`config.mk`:
```
export PLATFORM = sky130hd
export DESIGN_NAME = ppsdl_top
export DESIGN_NICKNAME = d
export VERILOG_FILES = /design/src/include/ppsdl_pkg.sv /design/src/rtl/ppsdl_top.sv /design/src/rtl/ppsdl_place.sv
export SDC_FILE = /design/constraint.sdc
export NUM_CORES = 1
export LEC_CHECK = 0
export ABC_AREA = 1
export CAP_MARGIN = 20
export CORE_ASPECT_RATIO = 2
export CORE_MARGIN = 5
export CORE_UTILIZATION = 65
export DETAILED_ROUTE_END_ITERATION = 10
export DONT_BUFFER_PORTS = 1
export GPL_ROUTABILITY_DRIVEN = 0
export PLACE_DENSITY = 0.82
export SLEW_MARGIN = 40
export SYNTH_ARGS = -nofsm -noshare
export SYNTH_HDL_FRONTEND = slang
export SYNTH_HIERARCHICAL = 1
export SYNTH_SLANG_ARGS = --single-unit
export TNS_END_PERCENT = 5
```
`constraint.sdc`:
```
create_clock -name core_clk -period 11.29 [get_ports core_clk]
set_input_delay 1.6935 -clock core_clk [delete_from_list [all_inputs] [get_ports core_clk]]
set_output_delay 1.6935 -clock core_clk [all_outputs]
set_load 0.05 [all_outputs]
```
`src/include/ppsdl_pkg.sv`:
```
// shared constants and types for the pulse-per-second discipline loop
// assumes a single 50 MHz core clock and a rising-edge reference pulse
package ppsdl_pkg;

    // clock
    localparam int unsigned CLK_HZ        = 50_000_000;
    localparam int unsigned CLK_PERIOD_NS = 1_000_000_000 / CLK_HZ;
    localparam int unsigned CNT_W         = 26;

    // qualification windows, rounded down to whole cycles
    localparam int unsigned GOOD_WIN_NS   = 2048;
    localparam int unsigned GOOD_WIN_CYC  = GOOD_WIN_NS / CLK_PERIOD_NS;
    localparam int unsigned OUTLIER_NS    = 1024;
    localparam int unsigned OUTLIER_CYC   = OUTLIER_NS / CLK_PERIOD_NS;

    // run lengths for lock and abort
    localparam int unsigned RUN_LEN_DEF   = 256;
    localparam int unsigned RUN_W         = 9;

    // loop time constant
    localparam int unsigned TC_SEC        = 65536;
    localparam int unsigned TC_SHIFT      = $clog2(TC_SEC);
    localparam int unsigned PH_SHIFT      = 3;

    // output placement, in half-nanosecond units
    localparam int unsigned COARSE_NS     = 400;
    localparam int unsigned COARSE_CYC    = COARSE_NS / CLK_PERIOD_NS;
    localparam int unsigned MID_NS        = 100;
    localparam int unsigned MID_CYC       = MID_NS / CLK_PERIOD_NS;
    localparam int unsigned HN_PER_NS     = 2;
    localparam int unsigned HN_PER_COARSE = COARSE_NS * HN_PER_NS;
    localparam int unsigned HN_PER_MID    = MID_NS * HN_PER_NS;
    localparam int unsigned HN_PER_CYC    = CLK_PERIOD_NS * HN_PER_NS;
    localparam int unsigned FINE_W        = 8;
    localparam int unsigned PLACE_W       = 20;
    localparam int unsigned WAIT_W        = 16;
    localparam logic [PLACE_W-1:0] PLACE_BASE = 20'h01000;
    localparam logic [PLACE_W-1:0] PLACE_MAX  = 20'hfffff;

    // output pulse width
    localparam int unsigned PULSE_NS      = 10_000;
    localparam int unsigned PULSE_CYC_DEF = PULSE_NS / CLK_PERIOD_NS;

    typedef enum logic [2:0] {
        ST_INIT = 3'b001,
        ST_QUAL = 3'b010,
        ST_LOCK = 3'b100
    } ppsdl_state_t;

endpackage

```
`src/rtl/ppsdl_top.sv`:
```
// pulse-per-second discipline loop for a rubidium standard
// assumes ref_pps and osc_warm are asynchronous pins; one core clock
`timescale 1ns/1ns

// Function
// - rising reference edge is the timing event
// - lock after 256 good pulses within 2048 ns
// - ignore pulses over 1024 ns from last good
// - 256 bad pulses abort and requalify
// - second-order loop, time constant 65536 s
// - output pulse only while disciplined
// - 400 ns timer plus 100/0.5 ns stages
// - led blue init, yellow warm, green locked
module ppsdl_top
    import ppsdl_pkg::*;
#(
    parameter int unsigned SEC_CYC   = CLK_HZ,
    parameter int unsigned RUN_LEN   = RUN_LEN_DEF,
    parameter int unsigned PULSE_CYC = PULSE_CYC_DEF
)(
    input  wire logic         core_clk,
    input  wire logic         reset,
    input  wire logic         ref_pps,
    input  wire logic         osc_warm,
    output logic [31:0]       freq_adj,
    output logic              pps_out,
    output logic [FINE_W-1:0] fine_delay,
    output logic              locked,
    output logic              led_blue,
    output logic              led_yellow,
    output logic              led_green
);

    localparam logic [CNT_W-1:0] SEC_V   = CNT_W'(SEC_CYC);
    localparam logic [RUN_W-1:0] RUN_TOP = RUN_W'(RUN_LEN - 1);

    function automatic logic signed [CNT_W:0] phase_of(
        input logic [CNT_W-1:0] c
    );
        if (c < (SEC_V >> 1))
            phase_of = $signed({1'b0, c});
        else
            phase_of = $signed({1'b0, c}) - $signed({1'b0, SEC_V});
    endfunction

    function automatic logic [CNT_W:0] mag(
        input logic signed [CNT_W:0] v
    );
        mag = v[CNT_W] ? $unsigned(-v) : $unsigned(v);
    endfunction

    ppsdl_state_t       state_q, state_d;
    logic [2:0]         ref_sync_q;
    logic [1:0]         warm_sync_q;
    logic [CNT_W-1:0]   sec_q,   sec_d;
    logic               first_q, first_d;
    logic [RUN_W-1:0]   good_q,  good_d;
    logic [RUN_W-1:0]   bad_q,   bad_d;
    logic signed [CNT_W:0] last_q, last_d;
    logic signed [31:0] integ_q, integ_d;
    logic signed [31:0] freq_q,  freq_d;
    logic signed [31:0] phase_q, phase_d;
    logic [2:0]         led_q,   led_d;
    logic               ref_edge;
    logic               good_evt;
    logic               bad_evt;
    logic signed [CNT_W:0] off;
    logic signed [CNT_W:0] diff;
    logic signed [31:0] off32;
    logic signed [31:0] place_s;
    logic [PLACE_W-1:0] place;

    // only the second and third stages feed the edge detector
    assign ref_edge = ref_sync_q[1] && !ref_sync_q[2];
    assign off      = phase_of(sec_q);
    assign diff     = off - last_q;
    assign off32    = 32'(off);

    always_comb
    begin
        state_d  = state_q;
        sec_d    = (sec_q == SEC_V - 1'b1) ? '0 : sec_q + 1'b1;
        first_d  = first_q;
        good_d   = good_q;
        bad_d    = bad_q;
        last_d   = last_q;
        integ_d  = integ_q;
        freq_d   = freq_q;
        phase_d  = phase_q;
        good_evt = 1'b0;
        bad_evt  = 1'b0;
        unique case (state_q)
            ST_INIT:
            begin
                if (warm_sync_q[1])
                    state_d = ST_QUAL;
            end
            ST_QUAL:
            begin
                if (ref_edge && !first_q)
                begin
                    // first pulse defines the local epoch
                    first_d = 1'b1;
                    sec_d   = CNT_W'(1);
                    good_d  = RUN_W'(1);
                    bad_d   = '0;
                    last_d  = '0;
                end
                else if (ref_edge)
                begin
                    good_evt = mag(off) <= (CNT_W+1)'(GOOD_WIN_CYC);
                    bad_evt  = !good_evt;
                end
            end
            ST_LOCK:
            begin
                if (ref_edge)
                begin
                    good_evt = mag(diff) <= (CNT_W+1)'(OUTLIER_CYC);
                    bad_evt  = !good_evt;
                end
            end
            default:
            begin
                state_d = ST_INIT;
            end
        endcase
        if (good_evt)
        begin
            good_d = good_q + 1'b1;
            bad_d  = '0;
            last_d = off;
            if (state_q == ST_LOCK)
            begin
                // proportional plus integral, scaled by the time constant
                integ_d = integ_q + off32;
                freq_d  = off32 + (integ_d >>> TC_SHIFT);
                phase_d = phase_q + ((off32 * $signed(32'(HN_PER_CYC)))
                          >>> PH_SHIFT);
            end
            else if (good_q == RUN_TOP)
            begin
                state_d = ST_LOCK;
                good_d  = '0;
                integ_d = '0;
            end
        end
        if (bad_evt)
        begin
            good_d = '0;
            bad_d  = bad_q + 1'b1;
            if (bad_q == RUN_TOP)
            begin
                // restart from scratch; freq_q holds the last steer value
                state_d = ST_QUAL;
                first_d = 1'b0;
                bad_d   = '0;
            end
        end
        unique case (state_d)
            ST_INIT: led_d = 3'b100;
            ST_QUAL: led_d = 3'b010;
            ST_LOCK: led_d = 3'b001;
            default: led_d = 3'b100;
        endcase
    end

    always_ff @(posedge core_clk)
    begin
        if (reset)
        begin
            state_q     <= ST_INIT;
            ref_sync_q  <= '0;
            warm_sync_q <= '0;
            sec_q       <= '0;
            first_q     <= 1'b0;
            good_q      <= '0;
            bad_q       <= '0;
            last_q      <= '0;
            integ_q     <= '0;
            freq_q      <= '0;
            phase_q     <= '0;
            led_q       <= 3'b100;
        end
        else
        begin
            state_q     <= state_d;
            ref_sync_q  <= {ref_sync_q[1:0], ref_pps};
            warm_sync_q <= {warm_sync_q[0], osc_warm};
            sec_q       <= sec_d;
            first_q     <= first_d;
            good_q      <= good_d;
            bad_q       <= bad_d;
            last_q      <= last_d;
            integ_q     <= integ_d;
            freq_q      <= freq_d;
            phase_q     <= phase_d;
            led_q       <= led_d;
        end
    end

    // clamp keeps the output inside the placement range
    always_comb
    begin
        place_s = 32'(PLACE_BASE) + phase_q;
        if (place_s < 0)
            place = '0;
        else if (place_s > 32'(PLACE_MAX))
            place = PLACE_MAX;
        else
            place = place_s[PLACE_W-1:0];
    end

    assign locked     = (state_q == ST_LOCK);
    assign freq_adj   = freq_q;
    assign led_blue   = led_q[2];
    assign led_yellow = led_q[1];
    assign led_green  = led_q[0];

    ppsdl_place #(
        .PULSE_CYC (PULSE_CYC)
    ) u_place (
        .core_clk   (core_clk),
        .reset      (reset),
        .enable     (locked),
        .epoch      (sec_q == '0),
        .place      (place),
        .pps_out    (pps_out),
        .fine_delay (fine_delay)
    );

    property p_edge_seen;
        @(posedge core_clk) disable iff (reset)
        ref_edge |=> ref_sync_q[2] && $past(!ref_sync_q[2]);
    endproperty
    a_edge_seen: assert property (p_edge_seen)
        else $error("edge not taken on a rising reference");

    property p_lock_run;
        @(posedge core_clk) disable iff (reset)
        $rose(locked) |-> $past(good_q) == RUN_TOP && $past(good_evt);
    endproperty
    a_lock_run: assert property (p_lock_run)
        else $error("lock without a full run of good pulses");

    property p_qual_window;
        @(posedge core_clk) disable iff (reset)
        state_q == ST_QUAL && ref_edge && first_q
            && mag(off) > (CNT_W+1)'(GOOD_WIN_CYC) |-> bad_evt;
    endproperty
    a_qual_window: assert property (p_qual_window)
        else $error("pulse outside window counted as good");

    property p_outlier_ignored;
        @(posedge core_clk) disable iff (reset)
        locked && bad_evt |=> $stable(integ_q) && $stable(phase_q);
    endproperty
    a_outlier_ignored: assert property (p_outlier_ignored)
        else $error("outlier pulse moved the loop");

    property p_abort;
        @(posedge core_clk) disable iff (reset)
        locked && bad_evt && bad_q == RUN_TOP
            |=> state_q == ST_QUAL && !first_q && bad_q == '0;
    endproperty
    a_abort: assert property (p_abort)
        else $error("long bad run did not restart qualification");

    property p_integ;
        @(posedge core_clk) disable iff (reset)
        locked && good_evt |=> integ_q == $past(integ_q) + $past(off32);
    endproperty
    a_integ: assert property (p_integ)
        else $error("integrator not advanced by phase error");

    property p_no_out_unlocked;
        @(posedge core_clk) disable iff (reset)
        !locked |=> !pps_out;
    endproperty
    a_no_out_unlocked: assert property (p_no_out_unlocked)
        else $error("pulse output while not disciplined");

    property p_led;
        @(posedge core_clk) disable iff (reset)
        (locked == led_green) && ((state_q == ST_INIT) == led_blue)
            && ((state_q == ST_QUAL) == led_yellow);
    endproperty
    a_led: assert property (p_led)
        else $error("status colour does not match state");

    property p_bad_clears_good;
        @(posedge core_clk) disable iff (reset)
        bad_evt |=> good_q == '0;
    endproperty
    a_bad_clears_good: assert property (p_bad_clears_good)
        else $error("bad pulse left good run standing");

    property p_good_clears_bad;
        @(posedge core_clk) disable iff (reset)
        good_evt |=> bad_q == '0;
    endproperty
    a_good_clears_bad: assert property (p_good_clears_bad)
        else $error("good pulse left bad run standing");

endmodule

```
`src/rtl/ppsdl_place.sv`:
```
// output pulse placement: coarse timer, 100 ns stage, 0.5 ns delay code
// assumes epoch pulses one second apart from the loop's second counter
`timescale 1ns/1ns
module ppsdl_place
    import ppsdl_pkg::*;
#(
    parameter int unsigned PULSE_CYC = PULSE_CYC_DEF
)(
    input  wire logic               core_clk,
    input  wire logic               reset,
    input  wire logic               enable,
    input  wire logic               epoch,
    input  wire logic [PLACE_W-1:0] place,
    output logic                    pps_out,
    output logic [FINE_W-1:0]       fine_delay
);

    logic               run_q,   run_d;
    logic [WAIT_W-1:0]  wait_q,  wait_d;
    logic [WAIT_W-1:0]  width_q, width_d;
    logic               pps_q,   pps_d;
    logic [FINE_W-1:0]  fine_q,  fine_d;
    logic [PLACE_W-1:0] coarse;
    logic [PLACE_W-1:0] mid;

    always_comb
    begin
        coarse  = PLACE_W'(place / PLACE_W'(HN_PER_COARSE));
        mid     = PLACE_W'((place % PLACE_W'(HN_PER_COARSE))
                  / PLACE_W'(HN_PER_MID));
        run_d   = run_q;
        wait_d  = wait_q;
        width_d = (width_q != '0) ? width_q - 1'b1 : width_q;
        fine_d  = fine_q;
        if (!enable)
        begin
            // dropping lock kills a pulse in flight
            run_d   = 1'b0;
            width_d = '0;
        end
        else if (epoch)
        begin
            run_d  = 1'b1;
            wait_d = WAIT_W'(coarse * COARSE_CYC + mid * MID_CYC);
            fine_d = FINE_W'(place % PLACE_W'(HN_PER_MID));
        end
        else if (run_q)
        begin
            if (wait_q == '0)
            begin
                run_d   = 1'b0;
                width_d = WAIT_W'(PULSE_CYC);
            end
            else
            begin
                wait_d = wait_q - 1'b1;
            end
        end
        pps_d = enable && (width_d != '0);
    end

    always_ff @(posedge core_clk)
    begin
        if (reset)
        begin
            run_q   <= 1'b0;
            wait_q  <= '0;
            width_q <= '0;
            pps_q   <= 1'b0;
            fine_q  <= '0;
        end
        else
        begin
            run_q   <= run_d;
            wait_q  <= wait_d;
            width_q <= width_d;
            pps_q   <= pps_d;
            fine_q  <= fine_d;
        end
    end

    assign pps_out    = pps_q;
    assign fine_delay = fine_q;

    property p_pulse_after_wait;
        @(posedge core_clk) disable iff (reset)
        $rose(pps_q) |-> $past(run_q) && $past(wait_q) == '0;
    endproperty
    a_pulse_after_wait: assert property (p_pulse_after_wait)
        else $error("output pulse not at end of coarse wait");

    property p_fine_range;
        @(posedge core_clk) disable iff (reset)
        fine_q < FINE_W'(HN_PER_MID);
    endproperty
    a_fine_range: assert property (p_fine_range)
        else $error("fine delay code beyond one 100 ns step");

endmodule

```
Word-level counts from Yosys, hierarchy flattened
Cells that the tools add are included.
{"block": "op_classes", "n_lt_le_gt_ge": 5, "n_addsub": 14, "mul": 3, "reduce_logical": 26, "div": 4, "n_eq_ne": 9, "bitwise_logic": 1, "mux": 54}
{"operator": "two-way mux 27 bit", "n": 6}
{"operator": "two-way mux 16 bit", "n": 8}
{"operator": "two-way mux 9 bit", "n": 10}
{"operator": "two-way mux 26 bit", "n": 3}
{"operator": "two-way mux 32 bit", "n": 2}
{"operator": "negator 27 bit", "n": 2}
{"operator": "two-way mux 20 bit", "n": 2}
{"operator": "adder 13 x 32 -> 32 bit, first input constant", "n": 1}
{"operator": "adder 32 x 27 -> 32 bit", "n": 1}
{"operator": "adder 32 x 29 -> 32 bit", "n": 1}
{"operator": "> comparator 32 x 20 -> 1 bit, second input constant", "n": 1}
{"operator": "< comparator 32 x 1 -> 1 bit, second input constant", "n": 1}
{"operator": "nonzero test 16 bit", "n": 2}
{"operator": "subtractor 16 x 1 -> 16 bit, second input constant", "n": 2}
{"operator": "multiplier 27 x 4 -> 29 bit, second input constant", "n": 1}
{"operator": "adder 27 x 16 -> 28 bit", "n": 1}
{"operator": "<= comparator 27 x 6 -> 1 bit, second input constant", "n": 1}
{"operator": "<= comparator 27 x 7 -> 1 bit, second input constant", "n": 1}
{"operator": "subtractor 26 x 26 -> 27 bit, second input constant", "n": 1}
{"operator": "subtractor 27 bit", "n": 1}
{"operator": "adder 26 x 1 -> 26 bit, second input constant", "n": 1}
{"operator": "equality test 26 bit, second input constant", "n": 1}
{"operator": "zero test 26 bit", "n": 1}
{"operator": "< comparator 26 x 25 -> 1 bit, second input constant", "n": 1}
{"operator": "26 further kinds", "n": 64}
{"block": "word_totals", "input_bits": 4, "out_inout_bits": 45, "regBits": 221, "wordCells": 133}

Logic depth before layout (Yosys ltp)
{"block": "logic_depth", "word_depth": 13, "mapped_depth": 102, "ltp_nobuf": 101}

By module
The synthesis kept the hierarchy.
{"mod": "ppsdl_top", "n_inst": 1, "cells_per_inst": 2883, "area_each_um2": 17981.0, "seq_area_each_um2": 3503.4}
{"mod": "ppsdl_place", "n_inst": 1, "cells_per_inst": 913, "area_each_um2": 5838.1, "seq_area_each_um2": 840.8}

Worst setup path after synthesis
No wires, ideal clock.
{"block": "synth_path", "kind": "register -> register", "from": "reg phase_q[13]", "to": "reg u_place.wait_q[15]", "t_required_ps": 11158, "path_slack_ps": 1386, "stages_incl_launch_ff": 96, "arrival_ps": 9772, "path_buffers": 1, "setup_time_ps": 132, "period_less_slack_ps": 9904, "path_cell_list": "dfxtp_1 ha_1 nand3_1 nor2_1 nand4_1 nor2_1 inv_1 nor2_1 nand4_1 xor2_1 nand3_1 nor2_1 o2111ai_1 clkbuf_1 o31ai_1 inv_1 nand2_1 clkinv_1 [... 60 more ...] inv_1 nor2_1 nor2_1 nor2_1 nor2_1 nor2_1 o21a_1 nor2_1 inv_1 nand2_1 inv_1 o21ai_0 nand2_1 a21o_1 a21oi_1 xor2_1 o21ai_0 a21oi_1"}
{"block": "synth_between", "elab_chain_len": 9, "word_cells_on_any_way": 12, "classes_between": "add/sub (2); mul (2); div (3); order compare (2); mux (3)"}
{"element": "start, declared", "line_no": "ppsdl_top.sv:62", "rtl": "logic signed [31:0] phase_q, phase_d;"}
{"element": "start signal, assigned", "line_no": "ppsdl_top.sv:197", "rtl": "phase_q <= phase_d;"}
{"element": "adder 13 x 32 -> 32 bit *", "line_no": "ppsdl_top.sv:205", "rtl": "place_s = 32'(PLACE_BASE) + phase_q;"}
{"element": "> comparator 32 x 20 -> 1 bit", "line_no": "ppsdl_top.sv:208", "rtl": "else if (place_s > 32'(PLACE_MAX))"}
{"element": "two-way mux 20 bit", "line_no": "ppsdl_top.sv:208"}
{"element": "two-way mux 20 bit *", "line_no": "ppsdl_top.sv:206", "rtl": "if (place_s < 0)"}
{"element": "via place[19]", "line_no": "ppsdl_top.sv:71", "rtl": "logic [PLACE_W-1:0] place;"}
{"element": "modulo 20 x 10 -> 20 bit", "line_no": "ppsdl_place.sv:29", "rtl": "mid = PLACE_W'((place % PLACE_W'(HN_PER_COARSE))"}
{"element": "divider 20 x 8 -> 20 bit", "line_no": "ppsdl_place.sv:30", "rtl": "/ PLACE_W'(HN_PER_MID));"}
{"element": "multiplier 20 x 3 -> 16 bit", "line_no": "ppsdl_place.sv:44", "rtl": "wait_d = WAIT_W'(coarse * COARSE_CYC + mid * MID_CYC);"}
{"element": "adder 16 bit *", "line_no": "ppsdl_place.sv:44"}
{"element": "two-way mux 16 bit *", "line_no": "ppsdl_place.sv:41", "rtl": "else if (epoch)"}
{"element": "end signal, assigned", "line_no": "ppsdl_place.sv:75", "rtl": "wait_q <= wait_d;"}
{"element": "end, declared", "line_no": "ppsdl_place.sv:19", "rtl": "logic [WAIT_W-1:0] wait_q, wait_d;"}
The timed path passes the listed nets; every way through them passes the cells marked *.
A chain may end at the register's enable or synchronous reset.

Worst setup path in the final report
Ends and elaborated chain as after synthesis.

==> reports/qor.csv <==
stage,metric,value,unit
timing,final clock skew,0.0321,ns
yosys,Post-synth ARST share,0,
pwr,VDD IR max,0.154,mV
floorplan,Die H,281,um
layout,synth-to-layout area growth,8.55,%
yosys,Post-synth EDFFs,0,
yosys,Mapped Area,23800,um^2
setup_path,crit path launch type,flip-flop,
global_route,gr usage total,0.330,
floorplan,Die Width,145,um
detailed_routing,Routed WL,71600,um
global_route,largest net degree at the start of global routing,116,
detailed_routing,vias,25200,
yosys,"Avg Cell Area, Syn",6.27,um^2
pwr,Power Density,71.8,nW/um^2
detailed_routing,First DRT Iteration DRCs,1196,
pwr,Clk pwr share,0.411,
pwr,"Power, Total",1.86,mW
timing,final hold violation count,0,
setup_path,CP max stage delay,0.40,ns
global_route,gr ovfl total,0,
yosys,register bit total from synthesis,217,
yosys,"Seq/Total Area, Yosys",0.182,
worst_hold_path,Worst Hold Class,reg2reg,
setup_path,Worst Path Max Fanout,8,
layout,"Cell Count, Final, Fillers Out",4302,
timing,RSZ-0062 raised after global routing,true,
setup_path,Setup crit end kind,flip-flop,
floorplan,core region area,36400,um^2
timing,minimum clock period after layout,10.93,ns
setup_path,CP Data Arrival Time,11.41,ns
clock_tree,Root Buffer,clkbuf_16,
clock_tree,Clock Tree Buf Depth,3,
layout,antenna fix cells,0,
clock_tree,"Reg clk slew, reported paths",0.07,ns
layout,design area,25900,um^2
floorplan,Ports,49,
global_route,antenna violations before repair,0,
pwr,Gate power share,0.174,
timing,final hold slack,0.431,ns
pwr,Int Power,1.31,mW
clock_tree,Clock H-tree levels,1,
detailed_routing,top routing layer in use,met4,
detailed_routing,routed length on met2,37300,um
outcome,status,"complete, no violations",
pwr,Sw Pwr,0.546,mW
timing,Final Max Tran Viols,0,
timing,Setup TNS Final,0,ns
pwr,static leakage,13.3,nW
timing,final setup violation count,0,
detailed_routing,Via density,5.87,
layout,final net count,4077,
layout,share of cells above drive strength 1,0.0980,
placed_design,Setup WS pre-CTS,-0.137,ns
setup_path,slowest cell on the critical path,dfxtp_4,
run,Max Cap Viol,0,
timing,"Period Utilization, post-route",0.969,
placed_design,placed insts,4214,
global_route,first-pass GRT wire length,113000,um
floorplan,die area,40800,um^2
pwr,Reg power frac,0.415,
timing,Setup WS post-layout,0.355,ns
placed_design,Port Buffers,0,
clock_tree,Num CTS Buffers,22,
timing,Slew @ Worst Pin,0.823,ns
pwr,Sw Share,0.294,
yosys,top_reg_cell synth,dfxtp_1,
placed_design,Post-DP Area,24200,um^2
setup_path,Worst R2R Setup Slack,0.36,ns
layout,"most common cell after layout, fill and taps aside",nand2_1,
detailed_routing,DRC,0,
layout,Fill cells,3268,
clock_tree,CTS tree,built,
floorplan,# rows,99,
detailed_routing,WL/cell,16.6,um
detailed_routing,wl on met1,23500,um
yosys,post-synthesis cell count,3796,
setup_path,Crit path required time,11.76,ns
layout,Layout Utilization,0.710,
timing,fmax,91.5,MHz
layout,most frequent cells in the layout,"nand2_1 (949), inv_1 (497), nor2_1 (337)",
clock_tree,Clock Sinks,217,
floorplan,Initial Utilization,0.654,
timing,Slew headroom,0.446,
detailed_routing,"antenna viol nets, final",0,
global_route,vias in the first global route,24700,
detailed_routing,DR pass1 iterations,6,
yosys,Yosys warning total,6,
detailed_routing,met3 wire len,2710,um
yosys,Unique masters post-synth,63,
placed_design,dpl hpwl,55800,um
setup_path,WS Path Type,reg2reg,
clock_tree,clock latency on the worst-skew pair,0.55,ns
-- per-layer routing --
layer | GRT usage | vias up
met4 | 0.310 | 0
li1 | - | 12500
met3 | 0.0402 | 421
met2 | 0.640 | 745
met5 | 0 | -
met1 | 0.283 | 11500
-- Yosys cell counts, drive strengths merged, types with 6 or more instances --
cell type,count,share of area
o21bai,13,0.0041
dfxtp,217,0.18
nand2,1040,0.18
xnor2,56,0.021
a211oi,19,0.0087
ha,222,0.12
a21boi,11,0.0035
fa,18,0.015
or2,14,0.0037
buf,41,0.013
nor2,372,0.064
nand3b,11,0.0035
clkinv,8,0.0013
clkbuf,33,0.0053
nand3,255,0.061
a21oi,343,0.073
o21a,9,0.0028
nor3,56,0.012
a31oi,19,0.0053
o211ai,15,0.0047
nand4,90,0.027
o31ai,7,0.0022
nor4,19,0.0050
o21ai,217,0.047
and2,6,0.0016
a21o,6,0.0019
inv,526,0.083
xor2,119,0.044
-- state kept, by name, summed over array words and instances, names as in the netlist, 8 cells and up --
| register | count |
|---|---|
| phase_q | 32 |
| sec_q | 26 |
| good_q | 9 |
| u_place/wait_q | 16 |
| bad_q | 9 |
| integ_q | 32 |
| freq_adj | 28 |
| u_place/fine_delay | 8 |
| last_q | 27 |
| u_place/width_q | 16 |
-- cell type report --
class / instances / area (um^2) / area share
Sequential cell: 217 / 4360 / 0.169
Multi-Input combinational cell: 2991 / 17700 / 0.683
Tap cell: 454 / 568 / 0.0220
Inverter: 534 / 2010 / 0.0777
Clock buffer: 29 / 628 / 0.0243
Timing Repair Buffer: 67 / 527 / 0.0204
Clock inverter: 10 / 109 / 0.00421
-- timing repair --
action                                  CTS  global route
endpoints found under the setup margin    1             7
buffers inserted                          1            48
endpoints found under the hold margin     0             0
resized for setup                         5           121
hold buffers                              0             0
pin swaps                                 1            62
-- logic make-up after synthesis --
kind of cell               after synthesis  synth area share
and+or+nand+nor                       1869             0.357
other                                    2          0.000315
AOI/OAI and AO/OA                      685             0.163
adders and majority gates              240             0.132
xor gates and xnor gates               175            0.0643
DFF                                    217             0.182
buffers and inverters                  608             0.102
-- power groups by stage --
stage | logic [mW] | clock network (mW) | registers, mW
final | 0.323 | 0.763 | 0.770
after global routing | 0.365 | 0.800 | 0.770
after CTS | 0.307 | 0.775 | 0.771
after detailed placement | 0.306 | 0 | 0.788
after global placement | 0.302 | 0 | 0.788
after floorplan | 0.240 | 0 | 0.789
-- critical path, delay by kind of cell (launching register included) --
kind | cells | cell delay (ns)
AO/OA/AOI/OAI | 13 | 1.69
XOR/XNOR | 2 | 0.30
buffers and inverters | 12 | 1.25
adder cells (fa/ha/maj) | 5 | 1.11
AND/OR/NAND/NOR | 63 | 6.09
flip-flops | 1 | 0.40
-- worst paths after layout --
kind	cells past startpoint	start	to
worst min register to register	2	warm_sync_q[0]	warm_sync_q[1]
worst max-delay path	95	phase_q[13]	u_place/wait_q[15]
worst max register to register	95	phase_q[13]	u_place/wait_q[15]
worst min-delay path	2	warm_sync_q[0]	warm_sync_q[1]
(Power assumes the default switching activity.)
